**src/rtl/descriptor_chain_regs.vh**
```
// Purpose: register offsets, field positions, reset values and descriptor layout
// Assumes: 32-bit AXI4-Lite register port, byte addresses
// Notes: definitions only
`ifndef DESCRIPTOR_CHAIN_REGS_VH
`define DESCRIPTOR_CHAIN_REGS_VH

// register byte offsets
`define REG_IQ_BASE 8'h00
`define REG_IQ_LENGTH 8'h04
`define REG_CTRL 8'h08
`define REG_SVC_ADDR 8'h0C
`define REG_COMMAND 8'h10
`define REG_TYPE_MASK 8'h14
`define REG_IRQ_STATUS 8'h18
`define REG_IRQ_CLEAR 8'h1C
`define REG_IRQ_ENABLE 8'h20
`define REG_ENGINE_STATE 8'h24

// control bits
`define CTRL_BUS_MASTER 0
`define CTRL_TX_INHIBIT 1
`define CTRL_RX_INHIBIT 2
// command bits
`define CMD_LOAD_QUEUE 0

// reset values
`define RST_IQ_BASE 32'h00000000
`define RST_IQ_LENGTH 32'h00000001
`define RST_CTRL 32'h00000000
`define RST_TYPE_MASK 32'h00000000

// field layout
`define IQ_LENGTH_MSB 14
`define DWORD_ALIGN_MASK 32'hFFFFFFFC

// message descriptor dword offsets in shared memory
`define DESC_BUF_OFS 32'h00000000
`define DESC_DATA_OFS 32'h00000004
`define DESC_LINK_OFS 32'h00000008
// queue descriptor copy offsets
`define QDESC_BASE_OFS 32'h00000000
`define QDESC_LEN_OFS 32'h00000004

// buffer status word fields
`define BSD_OWNER 31
`define BSD_EOM 29
`define BSD_ERR_LSB 16
`define BSD_LEN_MSB 13

// interrupt status bits
`define IRQ_WALK_DONE 0
`define IRQ_QUEUE_LOADED 1
`define IRQ_DESC_WRITTEN 2
`define IRQ_DESC_MASKED 3
`define IRQ_BITS 4

`endif

```
**src/rtl/descriptor_chain_intr_queue.v**
```verilog
// Purpose: message descriptor chain walker and interrupt queue writer of a DMA engine
// Assumes: mem_* is a same-clock request/acknowledge port to the PCI bus master
// Notes: one memory operation at a time; queue load, then walk, then interrupt write
// Functional notes
// - next link forms dword address, low bits zero
// - data buffer pointer is any byte address
// - per-direction inhibit selects status write-back
// - inhibit clear: write status, follow link, update
// - inhibit set: read next, store its link
// - interrupt descriptors written to queue as master
// - service request loads queue settings from memory
// - queue base at 00h, length at 04h
// - queue base low two bits held zero
// - queue length 15 bits, upper bits zero
// - queue length zero-based, minimum value one; a zero from a write or a load is kept as zero
// - masked interrupt types are never generated
// - status word carries owner, end, length, error
//
// Decided for this implementation: the AXI4-Lite interface to the registers.
`timescale 1ns/1ps
`default_nettype none
`include "descriptor_chain_regs.vh"
module descriptor_chain_intr_queue #(
   parameter LEN_W = 15
) (
   input wire aclk, // clock
   input wire aresetn, // sync reset, active low
   input wire [7:0] s_axi_awaddr, // write address
   input wire s_axi_awvalid, // write address valid
   output wire s_axi_awready, // write address ready
   input wire [31:0] s_axi_wdata, // write data
   input wire [3:0] s_axi_wstrb, // byte enables
   input wire s_axi_wvalid, // write data valid
   output wire s_axi_wready, // write data ready
   output wire [1:0] s_axi_bresp, // write response
   output wire s_axi_bvalid, // write response valid
   input wire s_axi_bready, // write response ready
   input wire [7:0] s_axi_araddr, // read address
   input wire s_axi_arvalid, // read address valid
   output wire s_axi_arready, // read address ready
   output wire [31:0] s_axi_rdata, // read data
   output wire [1:0] s_axi_rresp, // read response
   output wire s_axi_rvalid, // read data valid
   input wire s_axi_rready, // read data ready
   output reg mem_req, // memory request, held until ack
   output reg mem_we, // 1 write, 0 read
   output reg [31:0] mem_addr, // memory byte address
   output reg [31:0] mem_wdata, // memory write data
   input wire mem_ack, // request done, read data valid
   input wire [31:0] mem_rdata, // memory read data
   input wire msg_end, // end of message pulse
   input wire msg_dir, // 1 transmit, 0 receive
   input wire [31:0] msg_ptr_loc, // shared-memory address of the message pointer
   input wire message_end_flag, // end of message in this buffer
   input wire [13:0] received_octet_count, // octets in this buffer
   input wire [3:0] rx_error, // receive error code
   output reg walk_ready, // msg_end accepted
   output reg walk_done, // descriptor advance finished pulse
   output reg [31:0] desc_buf_word, // buffer descriptor of new message
   output reg [31:0] buffer_byte_addr, // data pointer of new message
   input wire intr_req, // interrupt descriptor pulse
   input wire [4:0] intr_type, // interrupt type for masking
   input wire [31:0] intr_desc, // interrupt descriptor word
   output reg intr_ready, // intr_req accepted
   output reg irq // level interrupt
);
   localparam [3:0] ST_IDLE = 4'h0, ST_RD_MPTR = 4'h1, ST_WR_STAT = 4'h2, ST_RD_LINK = 4'h3;
   localparam [3:0] ST_RD_BUF = 4'h4, ST_RD_DATA = 4'h5, ST_RD_NLINK = 4'h6, ST_WR_MPTR = 4'h7;
   localparam [3:0] ST_RD_QBASE = 4'h8, ST_RD_QLEN = 4'h9, ST_WR_INTR = 4'hA;
   wire wr_en, cmd_write, op_done, intr_masked;
   wire [7:0] wr_addr, rd_addr;
   wire [3:0] wr_strb;
   wire [31:0] wr_data, slot_addr;
   wire [LEN_W-1:0] slot;
   reg [31:0] rd_word, intr_queue_base, intr_queue_length, ctrl, svc_addr, type_mask;
   reg [`IRQ_BITS-1:0] irq_status, irq_enable, irq_set;
   reg [3:0] state, next_state;
   reg load_pend, walk_pend, walk_inhibit, intr_pend, op_we;
   reg [31:0] walk_status, walk_ptr_loc, cur_desc, next_desc, intr_word, op_addr, op_wdata;
   // byte-lane merge of a register write
   function [31:0] merge;
      input [31:0] old;
      input [31:0] data;
      input [3:0] strb;
      integer i;
      begin
         merge = old;
         for (i = 0; i < 4; i = i + 1) begin
            if (strb[i]) begin
               merge[i*8 +: 8] = data[i*8 +: 8];
            end
         end
      end
   endfunction
   // dword alignment of a link or queue base
   function [31:0] dword_addr;
      input [31:0] raw;
      begin
         dword_addr = raw & `DWORD_ALIGN_MASK;
      end
   endfunction
   axil_reg_port u_port (
      .aclk(aclk), .aresetn(aresetn), .s_axi_awaddr(s_axi_awaddr), .s_axi_awvalid(s_axi_awvalid),
      .s_axi_awready(s_axi_awready), .s_axi_wdata(s_axi_wdata), .s_axi_wstrb(s_axi_wstrb),
      .s_axi_wvalid(s_axi_wvalid), .s_axi_wready(s_axi_wready), .s_axi_bresp(s_axi_bresp),
      .s_axi_bvalid(s_axi_bvalid), .s_axi_bready(s_axi_bready), .s_axi_araddr(s_axi_araddr),
      .s_axi_arvalid(s_axi_arvalid), .s_axi_arready(s_axi_arready), .s_axi_rdata(s_axi_rdata),
      .s_axi_rresp(s_axi_rresp), .s_axi_rvalid(s_axi_rvalid), .s_axi_rready(s_axi_rready), .wr_en(wr_en),
      .wr_addr(wr_addr), .wr_data(wr_data), .wr_strb(wr_strb), .rd_addr(rd_addr), .rd_word(rd_word)
   );
   intr_slot_ring #(.LEN_W(LEN_W)) u_ring (
      .aclk(aclk), .aresetn(aresetn), .restart(state == ST_RD_QLEN && op_done),
      .advance(state == ST_WR_INTR && op_done), .last_slot(intr_queue_length[LEN_W-1:0]),
      .base(intr_queue_base), .slot(slot), .slot_addr(slot_addr)
   );
   // command strobe, memory handshake and type masking
   assign cmd_write = wr_en && wr_addr == `REG_COMMAND && wr_strb[0] && wr_data[`CMD_LOAD_QUEUE];
   assign op_done = mem_req && mem_ack;
   assign intr_masked = type_mask[intr_type];
   // register writes; queue fields trimmed on every load path
   always @(posedge aclk) begin
      if (!aresetn) begin
         intr_queue_base <= `RST_IQ_BASE;
         intr_queue_length <= `RST_IQ_LENGTH;
         ctrl <= `RST_CTRL;
         svc_addr <= 32'h00000000;
         type_mask <= `RST_TYPE_MASK;
         irq_enable <= {`IRQ_BITS{1'b0}};
      end else begin
         if (wr_en) begin
            case (wr_addr)
               `REG_IQ_BASE: intr_queue_base <= dword_addr(merge(intr_queue_base, wr_data, wr_strb));
               `REG_IQ_LENGTH: intr_queue_length <= merge(intr_queue_length, wr_data, wr_strb)
                  & 32'h00007FFF;
               `REG_CTRL: ctrl <= merge(ctrl, wr_data, wr_strb) & 32'h00000007;
               `REG_SVC_ADDR: svc_addr <= dword_addr(merge(svc_addr, wr_data, wr_strb));
               `REG_TYPE_MASK: type_mask <= merge(type_mask, wr_data, wr_strb);
               `REG_IRQ_ENABLE: irq_enable <= wr_strb[0] ? wr_data[`IRQ_BITS-1:0] : irq_enable;
               default: ;
            endcase
         end
         if (state == ST_RD_QBASE && op_done) begin
            intr_queue_base <= dword_addr(mem_rdata);
         end
         if (state == ST_RD_QLEN && op_done) begin
            intr_queue_length <= mem_rdata & 32'h00007FFF;
         end
      end
   end
   // register read mux
   always @* begin
      case (rd_addr)
         `REG_IQ_BASE: rd_word = intr_queue_base;
         `REG_IQ_LENGTH: rd_word = intr_queue_length;
         `REG_CTRL: rd_word = ctrl;
         `REG_SVC_ADDR: rd_word = svc_addr;
         `REG_TYPE_MASK: rd_word = type_mask;
         `REG_IRQ_STATUS: rd_word = {28'h0000000, irq_status};
         `REG_IRQ_ENABLE: rd_word = {28'h0000000, irq_enable};
         `REG_ENGINE_STATE: rd_word = {state, load_pend, walk_pend, intr_pend, {(25-LEN_W){1'b0}}, slot};
         default: rd_word = 32'h00000000;
      endcase
   end

   // sticky status: set wins over a clear in the same cycle
   always @* begin
      irq_set = {`IRQ_BITS{1'b0}};
      irq_set[`IRQ_WALK_DONE] = state == ST_WR_MPTR && op_done;
      irq_set[`IRQ_QUEUE_LOADED] = state == ST_RD_QLEN && op_done;
      irq_set[`IRQ_DESC_WRITTEN] = state == ST_WR_INTR && op_done;
      irq_set[`IRQ_DESC_MASKED] = intr_req && intr_ready && intr_masked;
   end

   always @(posedge aclk) begin
      if (!aresetn) begin
         irq_status <= {`IRQ_BITS{1'b0}};
         irq <= 1'b0;
      end else begin
         if (wr_en && wr_addr == `REG_IRQ_CLEAR) begin
            irq_status <= (irq_status & ~wr_data[`IRQ_BITS-1:0]) | irq_set;
         end else begin
            irq_status <= irq_status | irq_set;
         end
         irq <= |(irq_status & irq_enable);
      end
   end

   // pending work: queue load, message end, interrupt descriptor
   always @(posedge aclk) begin
      if (!aresetn) begin
         load_pend <= 1'b0;
         walk_pend <= 1'b0;
         walk_ready <= 1'b1;
         walk_inhibit <= 1'b0;
         walk_status <= 32'h00000000;
         walk_ptr_loc <= 32'h00000000;
         intr_pend <= 1'b0;
         intr_ready <= 1'b1;
         intr_word <= 32'h00000000;
      end else begin
         if (state == ST_RD_QLEN && op_done) begin
            load_pend <= 1'b0;
         end
         if (cmd_write) begin
            load_pend <= 1'b1;
         end
         if (msg_end && walk_ready) begin
            walk_pend <= 1'b1;
            walk_ready <= 1'b0;
            walk_ptr_loc <= dword_addr(msg_ptr_loc);
            walk_inhibit <= msg_dir ? ctrl[`CTRL_TX_INHIBIT] : ctrl[`CTRL_RX_INHIBIT];
            walk_status <= 32'h00000000;
            walk_status[`BSD_OWNER] <= ~msg_dir;
            walk_status[`BSD_EOM] <= message_end_flag;
            walk_status[`BSD_LEN_MSB:0] <= received_octet_count;
            walk_status[`BSD_ERR_LSB +: 4] <= msg_dir ? 4'h0 : rx_error;
         end else if (state == ST_WR_MPTR && op_done) begin
            walk_pend <= 1'b0;
            walk_ready <= 1'b1;
         end
         if (intr_req && intr_ready && !intr_masked) begin
            intr_pend <= 1'b1;
            intr_ready <= 1'b0;
            intr_word <= intr_desc;
         end else if (state == ST_WR_INTR && op_done) begin
            intr_pend <= 1'b0;
            intr_ready <= 1'b1;
         end
      end
   end

   // memory operation of each state
   always @* begin
      op_addr = 32'h00000000;
      op_we = 1'b0;
      op_wdata = 32'h00000000;
      case (state)
         ST_RD_MPTR: op_addr = walk_ptr_loc;
         ST_WR_STAT: begin
            op_addr = cur_desc + `DESC_BUF_OFS;
            op_we = 1'b1;
            op_wdata = walk_status;
         end
         ST_RD_LINK: op_addr = cur_desc + `DESC_LINK_OFS;
         ST_RD_BUF: op_addr = next_desc + `DESC_BUF_OFS;
         ST_RD_DATA: op_addr = next_desc + `DESC_DATA_OFS;
         ST_RD_NLINK: op_addr = next_desc + `DESC_LINK_OFS;
         ST_WR_MPTR: begin
            op_addr = walk_ptr_loc;
            op_we = 1'b1;
            op_wdata = next_desc;
         end
         ST_RD_QBASE: op_addr = svc_addr + `QDESC_BASE_OFS;
         ST_RD_QLEN: op_addr = svc_addr + `QDESC_LEN_OFS;
         ST_WR_INTR: begin
            op_addr = slot_addr;
            op_we = 1'b1;
            op_wdata = intr_word;
         end
         default: ;
      endcase
   end

   // sequence of operations
   always @* begin
      next_state = state;
      case (state)
         ST_IDLE: begin
            if (ctrl[`CTRL_BUS_MASTER]) begin
               if (load_pend) begin
                  next_state = ST_RD_QBASE;
               end else if (walk_pend) begin
                  next_state = ST_RD_MPTR;
               end else if (intr_pend) begin
                  next_state = ST_WR_INTR;
               end
            end
         end
         ST_RD_MPTR: next_state = walk_inhibit ? ST_RD_BUF : ST_WR_STAT;
         ST_WR_STAT: next_state = ST_RD_LINK;
         ST_RD_LINK: next_state = ST_RD_BUF;
         ST_RD_BUF: next_state = ST_RD_DATA;
         ST_RD_DATA: next_state = walk_inhibit ? ST_RD_NLINK : ST_WR_MPTR;
         ST_RD_NLINK: next_state = ST_WR_MPTR;
         ST_WR_MPTR: next_state = ST_IDLE;
         ST_RD_QBASE: next_state = ST_RD_QLEN;
         ST_RD_QLEN: next_state = ST_IDLE;
         ST_WR_INTR: next_state = ST_IDLE;
         default: next_state = ST_IDLE;
      endcase
   end

   // issue, hold until acknowledged, capture and advance
   always @(posedge aclk) begin
      if (!aresetn) begin
         state <= ST_IDLE;
         mem_req <= 1'b0;
         mem_we <= 1'b0;
         mem_addr <= 32'h00000000;
         mem_wdata <= 32'h00000000;
         cur_desc <= 32'h00000000;
         next_desc <= 32'h00000000;
         walk_done <= 1'b0;
         desc_buf_word <= 32'h00000000;
         buffer_byte_addr <= 32'h00000000;
      end else begin
         walk_done <= 1'b0;
         if (state == ST_IDLE) begin
            state <= next_state;
         end else if (!mem_req) begin
            mem_req <= 1'b1;
            mem_we <= op_we;
            mem_addr <= op_addr;
            mem_wdata <= op_wdata;
         end else if (mem_ack) begin
            mem_req <= 1'b0;
            state <= next_state;
            case (state)
               ST_RD_MPTR: begin
                  cur_desc <= dword_addr(mem_rdata);
                  next_desc <= dword_addr(mem_rdata);
               end
               ST_RD_LINK: next_desc <= dword_addr(mem_rdata);
               ST_RD_BUF: desc_buf_word <= mem_rdata;
               ST_RD_DATA: buffer_byte_addr <= mem_rdata;
               ST_RD_NLINK: next_desc <= dword_addr(mem_rdata);
               ST_WR_MPTR: walk_done <= 1'b1;
               default: ;
            endcase
         end
      end
   end
endmodule
`default_nettype wire

```
**src/rtl/axil_reg_port.v**
```verilog
// Purpose: AXI4-Lite slave front end, turns bus transfers into register strobes
// Assumes: one write and one read outstanding at most
// Notes: read data sampled from rd_word one cycle after the address is taken
`timescale 1ns/1ps
`default_nettype none
module axil_reg_port (
   input wire aclk, // clock
   input wire aresetn, // sync reset, active low
   input wire [7:0] s_axi_awaddr, // write address
   input wire s_axi_awvalid, // write address valid
   output reg s_axi_awready, // write address ready
   input wire [31:0] s_axi_wdata, // write data
   input wire [3:0] s_axi_wstrb, // byte enables
   input wire s_axi_wvalid, // write data valid
   output reg s_axi_wready, // write data ready
   output reg [1:0] s_axi_bresp, // write response
   output reg s_axi_bvalid, // write response valid
   input wire s_axi_bready, // write response ready
   input wire [7:0] s_axi_araddr, // read address
   input wire s_axi_arvalid, // read address valid
   output reg s_axi_arready, // read address ready
   output reg [31:0] s_axi_rdata, // read data
   output reg [1:0] s_axi_rresp, // read response
   output reg s_axi_rvalid, // read data valid
   input wire s_axi_rready, // read data ready
   output reg wr_en, // one-cycle register write
   output reg [7:0] wr_addr, // register write address
   output reg [31:0] wr_data, // register write data
   output reg [3:0] wr_strb, // register write byte enables
   output reg [7:0] rd_addr, // register read address
   input wire [31:0] rd_word // register read value
);
   reg aw_held;
   reg w_held;
   reg rd_pend;

   // write path: address and data in either order, response after both
   always @(posedge aclk) begin
      if (!aresetn) begin
         s_axi_awready <= 1'b1;
         s_axi_wready <= 1'b1;
         s_axi_bvalid <= 1'b0;
         s_axi_bresp <= 2'h0;
         aw_held <= 1'b0;
         w_held <= 1'b0;
         wr_en <= 1'b0;
         wr_addr <= 8'h00;
         wr_data <= 32'h00000000;
         wr_strb <= 4'h0;
      end else begin
         wr_en <= 1'b0;
         if (s_axi_awvalid && s_axi_awready) begin
            wr_addr <= s_axi_awaddr;
            aw_held <= 1'b1;
            s_axi_awready <= 1'b0;
         end
         if (s_axi_wvalid && s_axi_wready) begin
            wr_data <= s_axi_wdata;
            wr_strb <= s_axi_wstrb;
            w_held <= 1'b1;
            s_axi_wready <= 1'b0;
         end
         if (aw_held && w_held && !s_axi_bvalid) begin
            wr_en <= 1'b1;
            s_axi_bvalid <= 1'b1;
            s_axi_bresp <= 2'h0;
            aw_held <= 1'b0;
            w_held <= 1'b0;
         end
         if (s_axi_bvalid && s_axi_bready) begin
            s_axi_bvalid <= 1'b0;
            s_axi_awready <= 1'b1;
            s_axi_wready <= 1'b1;
         end
      end
   end

   // read path: unmapped addresses read as zero with okay
   always @(posedge aclk) begin
      if (!aresetn) begin
         s_axi_arready <= 1'b1;
         s_axi_rvalid <= 1'b0;
         s_axi_rdata <= 32'h00000000;
         s_axi_rresp <= 2'h0;
         rd_addr <= 8'h00;
         rd_pend <= 1'b0;
      end else begin
         if (s_axi_arvalid && s_axi_arready) begin
            rd_addr <= s_axi_araddr;
            rd_pend <= 1'b1;
            s_axi_arready <= 1'b0;
         end
         if (rd_pend) begin
            s_axi_rdata <= rd_word;
            s_axi_rresp <= 2'h0;
            s_axi_rvalid <= 1'b1;
            rd_pend <= 1'b0;
         end
         if (s_axi_rvalid && s_axi_rready) begin
            s_axi_rvalid <= 1'b0;
            s_axi_arready <= 1'b1;
         end
      end
   end
endmodule
`default_nettype wire

```
**src/rtl/intr_slot_ring.v**
```verilog
// Purpose: slot counter of the interrupt queue in shared memory
// Assumes: length is zero-based, in dwords
// Notes: address is the base plus four bytes per slot
`timescale 1ns/1ps
`default_nettype none
module intr_slot_ring #(
   parameter LEN_W = 15
) (
   input wire aclk, // clock
   input wire aresetn, // sync reset, active low
   input wire restart, // back to the first slot
   input wire advance, // step to the next slot
   input wire [LEN_W-1:0] last_slot, // zero-based queue length
   input wire [31:0] base, // dword-aligned queue base
   output reg [LEN_W-1:0] slot, // current slot index
   output wire [31:0] slot_addr // byte address of current slot
);
   // next slot, wrapping after the last one
   always @(posedge aclk) begin
      if (!aresetn || restart) begin
         slot <= {LEN_W{1'b0}};
      end else if (advance) begin
         if (slot >= last_slot) begin
            slot <= {LEN_W{1'b0}};
         end else begin
            slot <= slot + 1'b1;
         end
      end
   end

   assign slot_addr = base + {{(30-LEN_W){1'b0}}, slot, 2'b00};
endmodule
`default_nettype wire

```
**config.mk**
```make
export PLATFORM = sky130hd
export DESIGN_NAME = descriptor_chain_intr_queue
export DESIGN_NICKNAME = d
export VERILOG_FILES = /design/src/rtl/descriptor_chain_intr_queue.v /design/src/rtl/axil_reg_port.v /design/src/rtl/intr_slot_ring.v
export VERILOG_INCLUDE_DIRS = /design/src /design/src/rtl
export SDC_FILE = /design/constraint.sdc
export NUM_CORES = 1
export LEC_CHECK = 0
export ABC_AREA = 1
export BUFFER_PORTS_ARGS = -buffer_cell sky130_fd_sc_hd__buf_2
export CAP_MARGIN = 20
export CORE_MARGIN = 4
export CORE_UTILIZATION = 40
export CTS_CLUSTER_SIZE = 28
export DETAILED_ROUTE_END_ITERATION = 12
export PLACE_DENSITY_LB_ADDON = 0.05
export SLEW_MARGIN = 20
export SYNTH_ARGS = -nofsm -noshare
export SYNTH_HDL_FRONTEND = slang
export SYNTH_SLANG_ARGS = --single-unit
```
**constraint.sdc**
```tcl
create_clock -name aclk -period 3.05 [get_ports aclk]
set_input_delay 0.1525 -clock aclk [delete_from_list [all_inputs] [get_ports aclk]]
set_output_delay 0.1525 -clock aclk [all_outputs]
set_load 0.01 [all_outputs]
```
Word-level counts from Yosys, hierarchy flattened
Index checks and enable logic that the tools add are counted.
- register bits: 510
- bits in latches: 0
- memories: 0
- memory bits (writable): 0
- ROM bits: 0
- add/subtract/negate cells: 6
- mux-type cells: 47
- divide/modulo/power cells: 0
- shift-type cells: 0
- equality and inequality tests: 24
- reductions and logical operators: 73
- bitwise operators: 10
- order comparisons: 2
- $mul: 0
- operators by type and width (cell ; number):
    $pmux 32 s9 ; 1
    $pmux 32 s8 ; 1
    $mux 32 ; 3
    $pmux 32 s3 ; 1
    $add 32x3->32 const B ; 2
    $add 32x4->32 const B ; 2
    $mux 15 ; 4
    $reduce_and 3->1 ; 16
    $eq 8x5->1 const B ; 5
    $mux 8 ; 5
    $mux 4 ; 9
    $add 32x17->32 ; 1
    $eq 8x4->1 const B ; 4
    $pmux 4 s8 ; 1
    $reduce_bool 2->1 ; 15
    $eq 8x6->1 const B ; 3
    $logic_and 1x1->1 ; 20
    $mux 1 ; 19
    $eq 4x3->1 const B ; 4
    $eq 8x3->1 const B ; 2
    $logic_not 8->1 ; 2
    $reduce_and 4->1 ; 4
    $add 15x1->15 const B ; 1
    $ge 15x15->1 ; 1
    other kinds (18) ; 36

Longest topological paths before layout
Gate-level depths: netlist of run 1.
- depth after elaboration: 8
- gate-level depth with buffers: 18
- mapped depth without buffers: 18

Hierarchy
Synthesis of run 1 repeated with hierarchy kept, for this count alone.
- cells, all modules: 3954
- area total of the unflattened synthesis: 26352.8 um2
- by module, submodules not included (module ; instances ; area an instance (um2) ; cells each):
    descriptor_chain_intr_queue ; 1 ; 20055.5 ; 2954
    axil_reg_port ; 1 ; 3559.7 ; 508
    intr_slot_ring ; 1 ; 2737.6 ; 492

Least setup slack after synthesis of run 1
OpenSTA, ideal clock, no wires.
- path kind: register -> register
- start point: reg state[1]
- end point: reg mem_addr[21]
- setup slack: 0.728 ns
- arrival time: 2.190 ns
- library setup time: 0.132 ns
- cell stages (with the launch flop): 18
- cells stage by stage: dfxtp_1 > inv_2 > nor2_4 > nand2_4 > buf_6 > o21ai_2 > ha_1 > nand2_1 > nor2_2 > nand2_1 > nor2_4 > nand2_1 > nand2_1 > nand2_1 > nand2_1 > nand3b_1 > nand2_1 > a21oi_1
- word-level cells in the longest chain between the ends: 3
- elaborated cells between the ends (all ways): 15
- RTL lines (what ; line ; source):
    from (decl) ; descriptor_chain_intr_queue.v:77 ; reg [3:0] state, next_state;
    from (signal assigned) ; descriptor_chain_intr_queue.v:309 ; state <= next_state;
    from (signal assigned) ; descriptor_chain_intr_queue.v:317 ; state <= next_state;
    $eq 4x3->1, or another cell as far along ; descriptor_chain_intr_queue.v:237 ; case (state)
    $reduce_or 2->1 (no line) or $not 1->1 (tied branches) ; n/a ;
    $pmux 32 s9 or $reduce_and 2->1 (tied branches) ; n/a ;
    to (signal assigned) ; descriptor_chain_intr_queue.v:313 ; mem_addr <= op_addr;
    to (decl) ; descriptor_chain_intr_queue.v:47 ; output reg [31:0] mem_addr,
Several ways; a longest one is shown, not always the timed one.
A chain may end at the register's enable or synchronous reset.

Final worst setup path of run 1
- start point: reg state[1]
- end point: reg mem_addr[17]
Same word-level chain as after synthesis.

==> results of run 1 <==
## cell families after synthesis
logic type,count (synthesis)
adder cells (fa/ha/maj),34
AO/OA/AOI/OAI,1077
flip-flops,508
AND/OR/NAND/NOR,1481
buffers and inverters,584
other,1
XOR/XNOR,9
## repair_timing
| action | CTS | global route |
|---|---|---|
| hold endpoints to repair | 240 | 0 |
| gates resized for setup | 0 | 4 |
| hold buffers | 172 | 0 |
| endpoints found under the setup margin | 0 | 4 |
## registers in the layout, summed over array words and instances (netlist names), 32 cells and up
signal and cells:
u_port.wr_data 32, desc_buf_word 32, u_port.s_axi_rdata 32, type_mask 32, buffer_byte_addr 32, intr_word 32
mem_wdata 32
## final timing paths
check                  from           endpoint  cells past startpoint
min           mem_rdata[16]  desc_buf_word[16]                      3
max reg2reg        state[1]       mem_addr[17]                     14
max                state[1]       mem_addr[17]                     14
min reg2reg  walk_status[6]     walk_status[6]                      2
## cells in the final DEF, fill, tap and decap left out, drive strengths merged, types with 6 or more instances in the layout
cell / count
nand3: 238
a211oi: 19
o22ai: 80
and2: 7
clkbuf: 86
nand2: 752
o221ai: 16
xor2: 8
inv: 378
o21bai: 11
nor3: 22
nand4: 33
ha: 33
a21oi: 394
nor4: 8
a221oi: 38
dfxtp: 508
o21ai: 466
clkinv: 14
diode: 8
dlygate4sd3: 172
nand3b: 12
or2: 11
buf: 476
nor2: 397
conb: 6
a31oi: 31
## worst min-delay path, cell delays in order
cell     delay, ps
buf_2          240
nand3_1        140
a21oi_1         60
## final cells by class
type,instances,area [um2],share of cell area [%]
flip-flops and latches,508,10170,31.91
repair buffers,649,4551,14.28
clock inverters,14,209.0,0.6555
diodes,8,20.02,0.06280
inverters,386,1455,4.565
multi-input cells,2607,12770,40.07
well taps,837,1047,3.285
clock buffers,85,1652,5.181
## power groups by stage
| stage | Sequential (uW) | Clock [uW] | Combinational [uW] |
|---|---|---|---|
| after floorplan | 7020 | 0 | 516 |
| after global placement | 7070 | 0 | 997 |
| after detailed placement | 7070 | 0 | 1000 |
| after CTS | 6920 | 7070 | 1180 |
| after global routing | 6940 | 7360 | 1300 |
| final | 6920 | 6950 | 1200 |
## synth_stat cells (2+ instances only)
master	n	area [um2]
inv_1	367	1378
o221ai_1	16	140.1
and2_1	7	43.79
o31ai_1	2	15.01
buf_4	8	60.06
a21o_1	4	30.03
ha_1	33	412.9
nand2_1	742	2785
o22ai_1	80	500.5
nor2_2	15	93.84
nand2_4	2	22.52
a31oi_1	31	193.9
a21oi_1	394	1972
xor2_1	8	70.07
a221oi_1	38	332.8
nand3_2	3	30.03
dfxtp_1	508	10170
buf_2	14	70.07
nor3_1	21	105.1
nand3_1	235	1176
inv_2	11	41.29
o2111ai_1	4	35.03
o41ai_1	3	26.28
a211oi_1	19	142.6
o21ai_1	15	75.07
buf_6	6	67.56
o21bai_1	10	75.07
nor2_1	371	1393
nand3b_1	12	90.09
clkinv_1	7	26.28
o21ai_0	437	2187
nand4_1	33	206.5
o21ai_2	14	122.6
buf_1	5	18.77
nor4_1	8	50.05
o211ai_1	4	30.03
nor2_4	10	112.6
clkbuf_1	165	619.3
nand2_2	8	50.05
or2_2	11	68.82
## metrics by stage
stage | hold slack, ps | worst slack [ps]
detailed placement | 401.1 | 272.8
finish | 25.13 | 186.1
global placement | 396.1 | 276.4
floorplan | 287.4 | 727.9
CTS | 0.7075 | 241.5
global route | 3.396 | 12.34
## metal layers
metal | vias to the layer above | routed length, um
met5 | - | 41
met4 | 6 | 4924
met3 | 209 | 10150
met2 | 1170 | 52880
met1 | 13010 | 50270
li1 | 13410 | -
==> impl_metrics.py, run 1 <==
metrics = {
    "floorplan": {
        "die_area_mm2": 0.06700,
        "initial_core_util_pct": 40.56,
        "die-height_um": 258.8,
        "core_area_mm2": 0.06205,
        "rows": 91,
        "dieWidth_um": 258.8,
        "ios": 358,
    },
    "clock_network": {
        "numCtsBuffers": 57,
        "clkSinkCount": 508,
        "cts_root_buffer": "clkbuf_16",
        "tritoncts": "yes",
        "clk_latency_ps": 630,
        "clock_path_buffers": 3,
        "post_cts_buffers": 0,
        "htree_levels": 2,
        "path_clk_slew_ps": 60,
    },
    "critical_path": {
        "cp_max_fo": 18,
        "cp.buffers_inverters": 1,
        "critPathTopFamily": "simple AND/OR/NAND/NOR gates",
        "path_cells": "inv_2, nor2_4, nand2_4, o21ai_2, ha_1, nand2_1, nor2_2, nand2_1, nor2_4, nand2_1, nand3_1, nand4_1, nand2_1, a21oi_1",
        "slowest_delay_ps": 480,
        "crit_type": "register to register",
        "cp.arrival_ps": 3350,
        "worst_path_most_repeated_cell": "nand2_1",
        "rrSetupSlack_ps": 190,
        "endpoint_kind": "register",
        "slowest_stage": "dfxtp_1",
        "startpoint_type": "register",
        "crit_required_ps": 3540,
    },
    "timing": {
        "fin_worst_skew_ps": 22.51,
        "fin_crit_sh_pct": 93.90,
        "tightest_slew_ps": 1018,
        "relSlewSlack_pct": 31.69,
        "setup_viol": 0,
        "timing.fmax_mhz": 349.2,
        "hold_viol": 0,
        "drv_slew": 0,
        "rsz0062_at_grt": "false",
        "fin_crit_ps": 2864,
        "setup_tns_ps": 0,
    },
    "synth": {
        "synth-xor-area-share_pct": 0.3132,
        "async_reset_ff_share_pct": 0,
        "syn_inst": 3694,
        "synthAdderAreaFrac_pct": 1.720,
        "yosys.area_share.simple_pct": 24.90,
        "synth.distinct_cells": 53,
        "synth-edff-count": 0,
        "synth_compound_area_share_pct": 23.57,
        "netlist_area_mm2": 0.02517,
        "synth_top_family_by_area": "simple AND/OR/NAND/NOR gates",
        "synth_mux_area_share_pct": 0,
        "yosysWarningCount": 0,
        "synthFlopType": "dfxtp_1",
        "ys_seq_elements": 508,
        "avgSynthCellArea_um2": 6.814,
        "synth-seq-area-share_pct": 40.41,
    },
    "grt": {
        "grtUsageMet1_pct": 45.46,
        "grt_pass1_vias": 26079,
        "use_met3_pct": 7.486,
        "grt_usage_pct": 34.01,
        "antenna_found_initial": 15,
        "grt_max_degree": 111,
        "gr-usage-met2_pct": 54.15,
        "top_usage_layer": "met2",
        "grt_remaining_overflow": 0,
        "grt_pass1_wl_um": 171500,
    },
    "drt": {
        "dr.pass1.iters": 6,
        "first_iter_violations": 2767,
        "routed_wl_um": 118300,
        "avgRoutedWirePerCell_um": 23.22,
        "post_drt_via_cell_ratio": 5.458,
        "drc": 0,
        "vias": 27805,
        "ant_nets": 0,
    },
    "placed_design": {
        "io_buffers": 349,
        "dp_hpwl_um": 88390,
        "placedCellCount": 4815,
        "dpl-instance-area_mm2": 0.02827,
        "gp_congestion": 0.9851,
    },
    "power_and_ir_drop": {
        "p_sw_share_pct": 25.08,
        "switching_power_uw": 3783,
        "vdd_ir_drop_max_v": 0.0004557,
        "p_int_uw": 11300,
        "power_frac_clock_pct": 46.1,
        "powerDensity_mw_per_mm2": 473.1,
        "power.total_uw": 15080,
        "p_leak_uw": 0.01295,
        "combPwrFrac_pct": 8.0,
        "seqPwrFrac_pct": 45.9,
    },
    "min_path": {
        "hold_path_class": "input port to register",
    },
    "layout": {
        "drive_above_1_share_pct": 15.32,
        "final_nets": 4426,
        "fin_area_mm2": 0.03188,
        "fin_util_pct": 51.37,
        "fin_cells": 5094,
        "syn_to_final_growth_pct": 26.66,
        "fill_cells": 6388,
    },
    "run_status": {
        "outcome": "finished clean",
    },
    "run": {
        "maxCapViolCount": 0,
    },
}
No activity file was read; power rests on OpenSTA's default activity.
==> inputs of run 2 (changes only) <==
--- a/config.mk
+++ b/config.mk
@@ -17,4 +17,5 @@
 export SLEW_MARGIN = 20
 export SYNTH_ARGS = -nofsm -noshare
 export SYNTH_HDL_FRONTEND = slang
+export SYNTH_HIERARCHICAL = 1
 export SYNTH_SLANG_ARGS = --single-unit
==> impl_metrics.py, run 2 <==
metrics = {
    "drt": {
        "vias": 28614,
        "ant_nets": 0,
        "post_drt_via_cell_ratio": 5.359,
        "dr.pass1.iters": 5,
        "drc": 0,
        "routed_wl_um": 121600,
        "avgRoutedWirePerCell_um": 22.78,
        "first_iter_violations": 2731,
    },
    "critical_path": {
        "rrSetupSlack_ps": 180,
        "endpoint_kind": "register",
        "r2r_start": "state[0]",
        "slowest_delay_ps": 510,
        "slowest_stage": "dfxtp_1",
        "reg2reg_to": "mem_addr[14]",
        "crit_required_ps": 3500,
        "reg2regPathDepth": 17,
        "crit_type": "register to register",
        "worst_path_most_repeated_cell": "nand2_1",
        "cp_max_fo": 7,
        "startpoint_type": "register",
        "cp.arrival_ps": 3320,
        "path_cells": "inv_2, nor2_4, nand2_2, nand2_1, o21ai_2, inv_1, ha_1, nand2_1, nor2_1, buf_4, nand2_2, nor2_4, nand2_1, nand3_1, nand3_1, nand2_1, a21oi_1",
        "cp-startpoint": "state[0]",
    },
    "layout": {
        "syn_to_final_growth_pct": 24.40,
        "fin_util_pct": 50.58,
        "drive_above_1_share_pct": 14.51,
        "fin_area_mm2": 0.03278,
        "final_nets": 4652,
        "fill_cells": 6742,
        "final_common_cell": "nand2_1",
        "final_cell_mix": "nand2_1 (986), dfxtp_1 (509), nor2_1 (436), inv_1 (414), o21ai_0 (359)",
    },
    "clock_network": {
        "tritoncts": "yes",
        "clock_path_buffers": 3,
        "cts_root_buffer": "clkbuf_16",
        "numCtsBuffers": 56,
        "htree_levels": 2,
        "clkSinkCount": 510,
        "path_clk_slew_ps": 60,
        "clk_latency_ps": 650,
    },
    "floorplan": {
        "die_area_mm2": 0.07005,
        "rows": 93,
        "die-height_um": 264.7,
        "dieWidth_um": 264.7,
        "core_area_mm2": 0.06481,
        "initial_core_util_pct": 40.66,
        "ios": 358,
    },
    "synth": {
        "yosysWarningCount": 6,
        "synth_mux_area_share_pct": 0,
        "synth_top_cell_area_share_pct": 38.74,
        "synth-edff-count": 0,
        "synth_area_leaders": "dfxtp_1 (39%), nand2_1 (14%), o21ai_0 (6.8%)",
        "yosys.area_share.simple_pct": 29.30,
        "synthFlopType": "dfxtp_1",
        "synth_top_family_by_area": "simple AND/OR/NAND/NOR gates",
        "yosys.cell_count.top_type": "nand2_1",
        "ys_seq_elements": 510,
        "synth_area_leader_cell": "dfxtp_1",
        "netlist_area_mm2": 0.02635,
        "synth_compound_area_share_pct": 19.49,
        "synth.distinct_cells": 57,
        "avgSynthCellArea_um2": 6.665,
        "yosys-top-cells-count": "nand2_1 (987), dfxtp_1 (510), nor2_1 (438), inv_1 (416), o21ai_0 (359)",
        "synth-xor-area-share_pct": 0.8641,
        "synthAdderAreaFrac_pct": 1.643,
        "synth-seq-area-share_pct": 38.74,
        "syn_inst": 3954,
        "async_reset_ff_share_pct": 0,
    },
    "power_and_ir_drop": {
        "powerDensity_mw_per_mm2": 462.1,
        "p_sw_share_pct": 26.31,
        "switching_power_uw": 3986,
        "vdd_ir_drop_max_v": 0.0004679,
        "seqPwrFrac_pct": 46.3,
        "p_int_uw": 11160,
        "combPwrFrac_pct": 8.7,
        "power_frac_clock_pct": 45.0,
        "p_leak_uw": 0.01403,
    },
    "timing": {
        "timing.fmax_mhz": 348.7,
        "fin_worst_skew_ps": 51.62,
        "rsz0062_at_grt": "false",
        "hold_viol": 0,
        "setup_viol": 0,
        "tightest_slew_ps": 920.6,
        "setup_slack_ps": 182.3,
        "relSlewSlack_pct": 38.25,
        "setup_tns_ps": 0,
        "drv_slew": 0,
        "fin_crit_ps": 2868,
        "whs_ps": 37.98,
        "fin_crit_sh_pct": 94.02,
    },
    "run_status": {
        "outcome": "finished clean",
    },
    "min_path": {
        "min_to": "buffer_byte_addr[20]",
        "hold_path_class": "input port to register",
        "hold_depth": 3,
        "holdCritStartpoint": "mem_rdata[20]",
    },
    "grt": {
        "grt_usage_pct": 33.22,
        "antenna_found_initial": 7,
        "grt_remaining_overflow": 0,
        "grt_max_degree": 140,
        "grt_pass1_vias": 27069,
        "grt_pass1_wl_um": 178000,
    },
    "placed_design": {
        "dp_hpwl_um": 89530,
        "place_ws_ps": 233.4,
        "gp_congestion": 0.9892,
        "io_buffers": 351,
        "dpl-instance-area_mm2": 0.02910,
    },
    "run": {
        "maxCapViolCount": 0,
    },
}
-- run 2: cell count changes in the layout (fill, tap and decap cells not counted), sizes merged, moves of 16 or more --
cell    before   now
a221oi      38    22
a211oi      19    44
a21oi      394   349
inv        378   427
nand2      752  1030
nor2       397   480
o21ai      466   365
buf        476   440
o22ai       80    31
-- run 2: stage by stage --
step | std cells | power, uW
detailed placement | 5047 | 8267
floorplan | 3958 | 7698
global placement | 5046 | 8261
finish | 5339 | 15150
global route | 5336 | 15660
CTS | 5334 | 15240
-- run 2: power groups by stage --
stage | logic [uW] | registers, uW | clock network, uW
after floorplan | 599 | 7100 | 0
after CTS | 1300 | 7010 | 6920
after detailed placement | 1110 | 7160 | 0
final | 1320 | 7010 | 6810
after global routing | 1440 | 7030 | 7190
after global placement | 1100 | 7160 | 0
-- run 2: per-layer routing --
metal | up-vias | global-route usage [%] | share of wire (%)
met5 | - | 0 | 0.011
met3 | 186 | 7.657 | 9.1
met2 | 1154 | 51.25 | 43
met1 | 13399 | 46.27 | 44
li1 | 13873 | - | -
met4 | 2 | 10.42 | 3.5
-- run 2: final cells by class --
class                           count  area, um2  area share (%)
Antenna cell                        5      12.51         0.03817
Clock inverter                     17      166.4          0.5076
Timing Repair Buffer              626       4476           13.65
Multi-Input combinational cell   2809      13570           41.39
Inverter                          432       1627           4.961
Sequential cell                   510      10210           31.15
Clock buffer                       85       1652           5.038
Tap cell                          855       1070           3.263
-- run 2: cells by family after synthesis --
kind of cell	after synthesis
other cells	2
compound gates	918
buf+inv	639
fa+ha+maj	34
xor+xnor	26
simple gates	1825
flops	510
-- run 2: worst max path at each step --
| stage | end | slack [ps] | cells past startpoint |
|---|---|---|---|
| 2_1_floorplan | mem_addr[18] | 760 | 17 |
| 3_3_place_gp | mem_addr[18] | 210 | 16 |
| 3_5_place_dp | mem_addr[18] | 230 | 16 |
| 4_1_cts | mem_addr[16] | 150 | 16 |
| 5_1_grt | mem_addr[16] | 40 | 17 |
| 6_report | mem_addr[14] | 180 | 17 |
-- run 2: critical path, delay by kind of cell, from the launching register on --
| family | cells | cell delay, ps |
|---|---|---|
| adder cells (fa/ha/maj) | 1 | 170 |
| flip-flops | 1 | 510 |
| AND/OR/NAND/NOR | 11 | 1470 |
| AO/OA/AOI/OAI | 2 | 140 |
| buffers and inverters | 3 | 380 |
-- run 2: repair_timing --
item	4_1_cts	5_1_grt
endpoints found under the hold margin	277	0
gates resized for setup	0	2
hold buffers	185	0
endpoints found under the setup margin	0	3
setup buffers	0	0
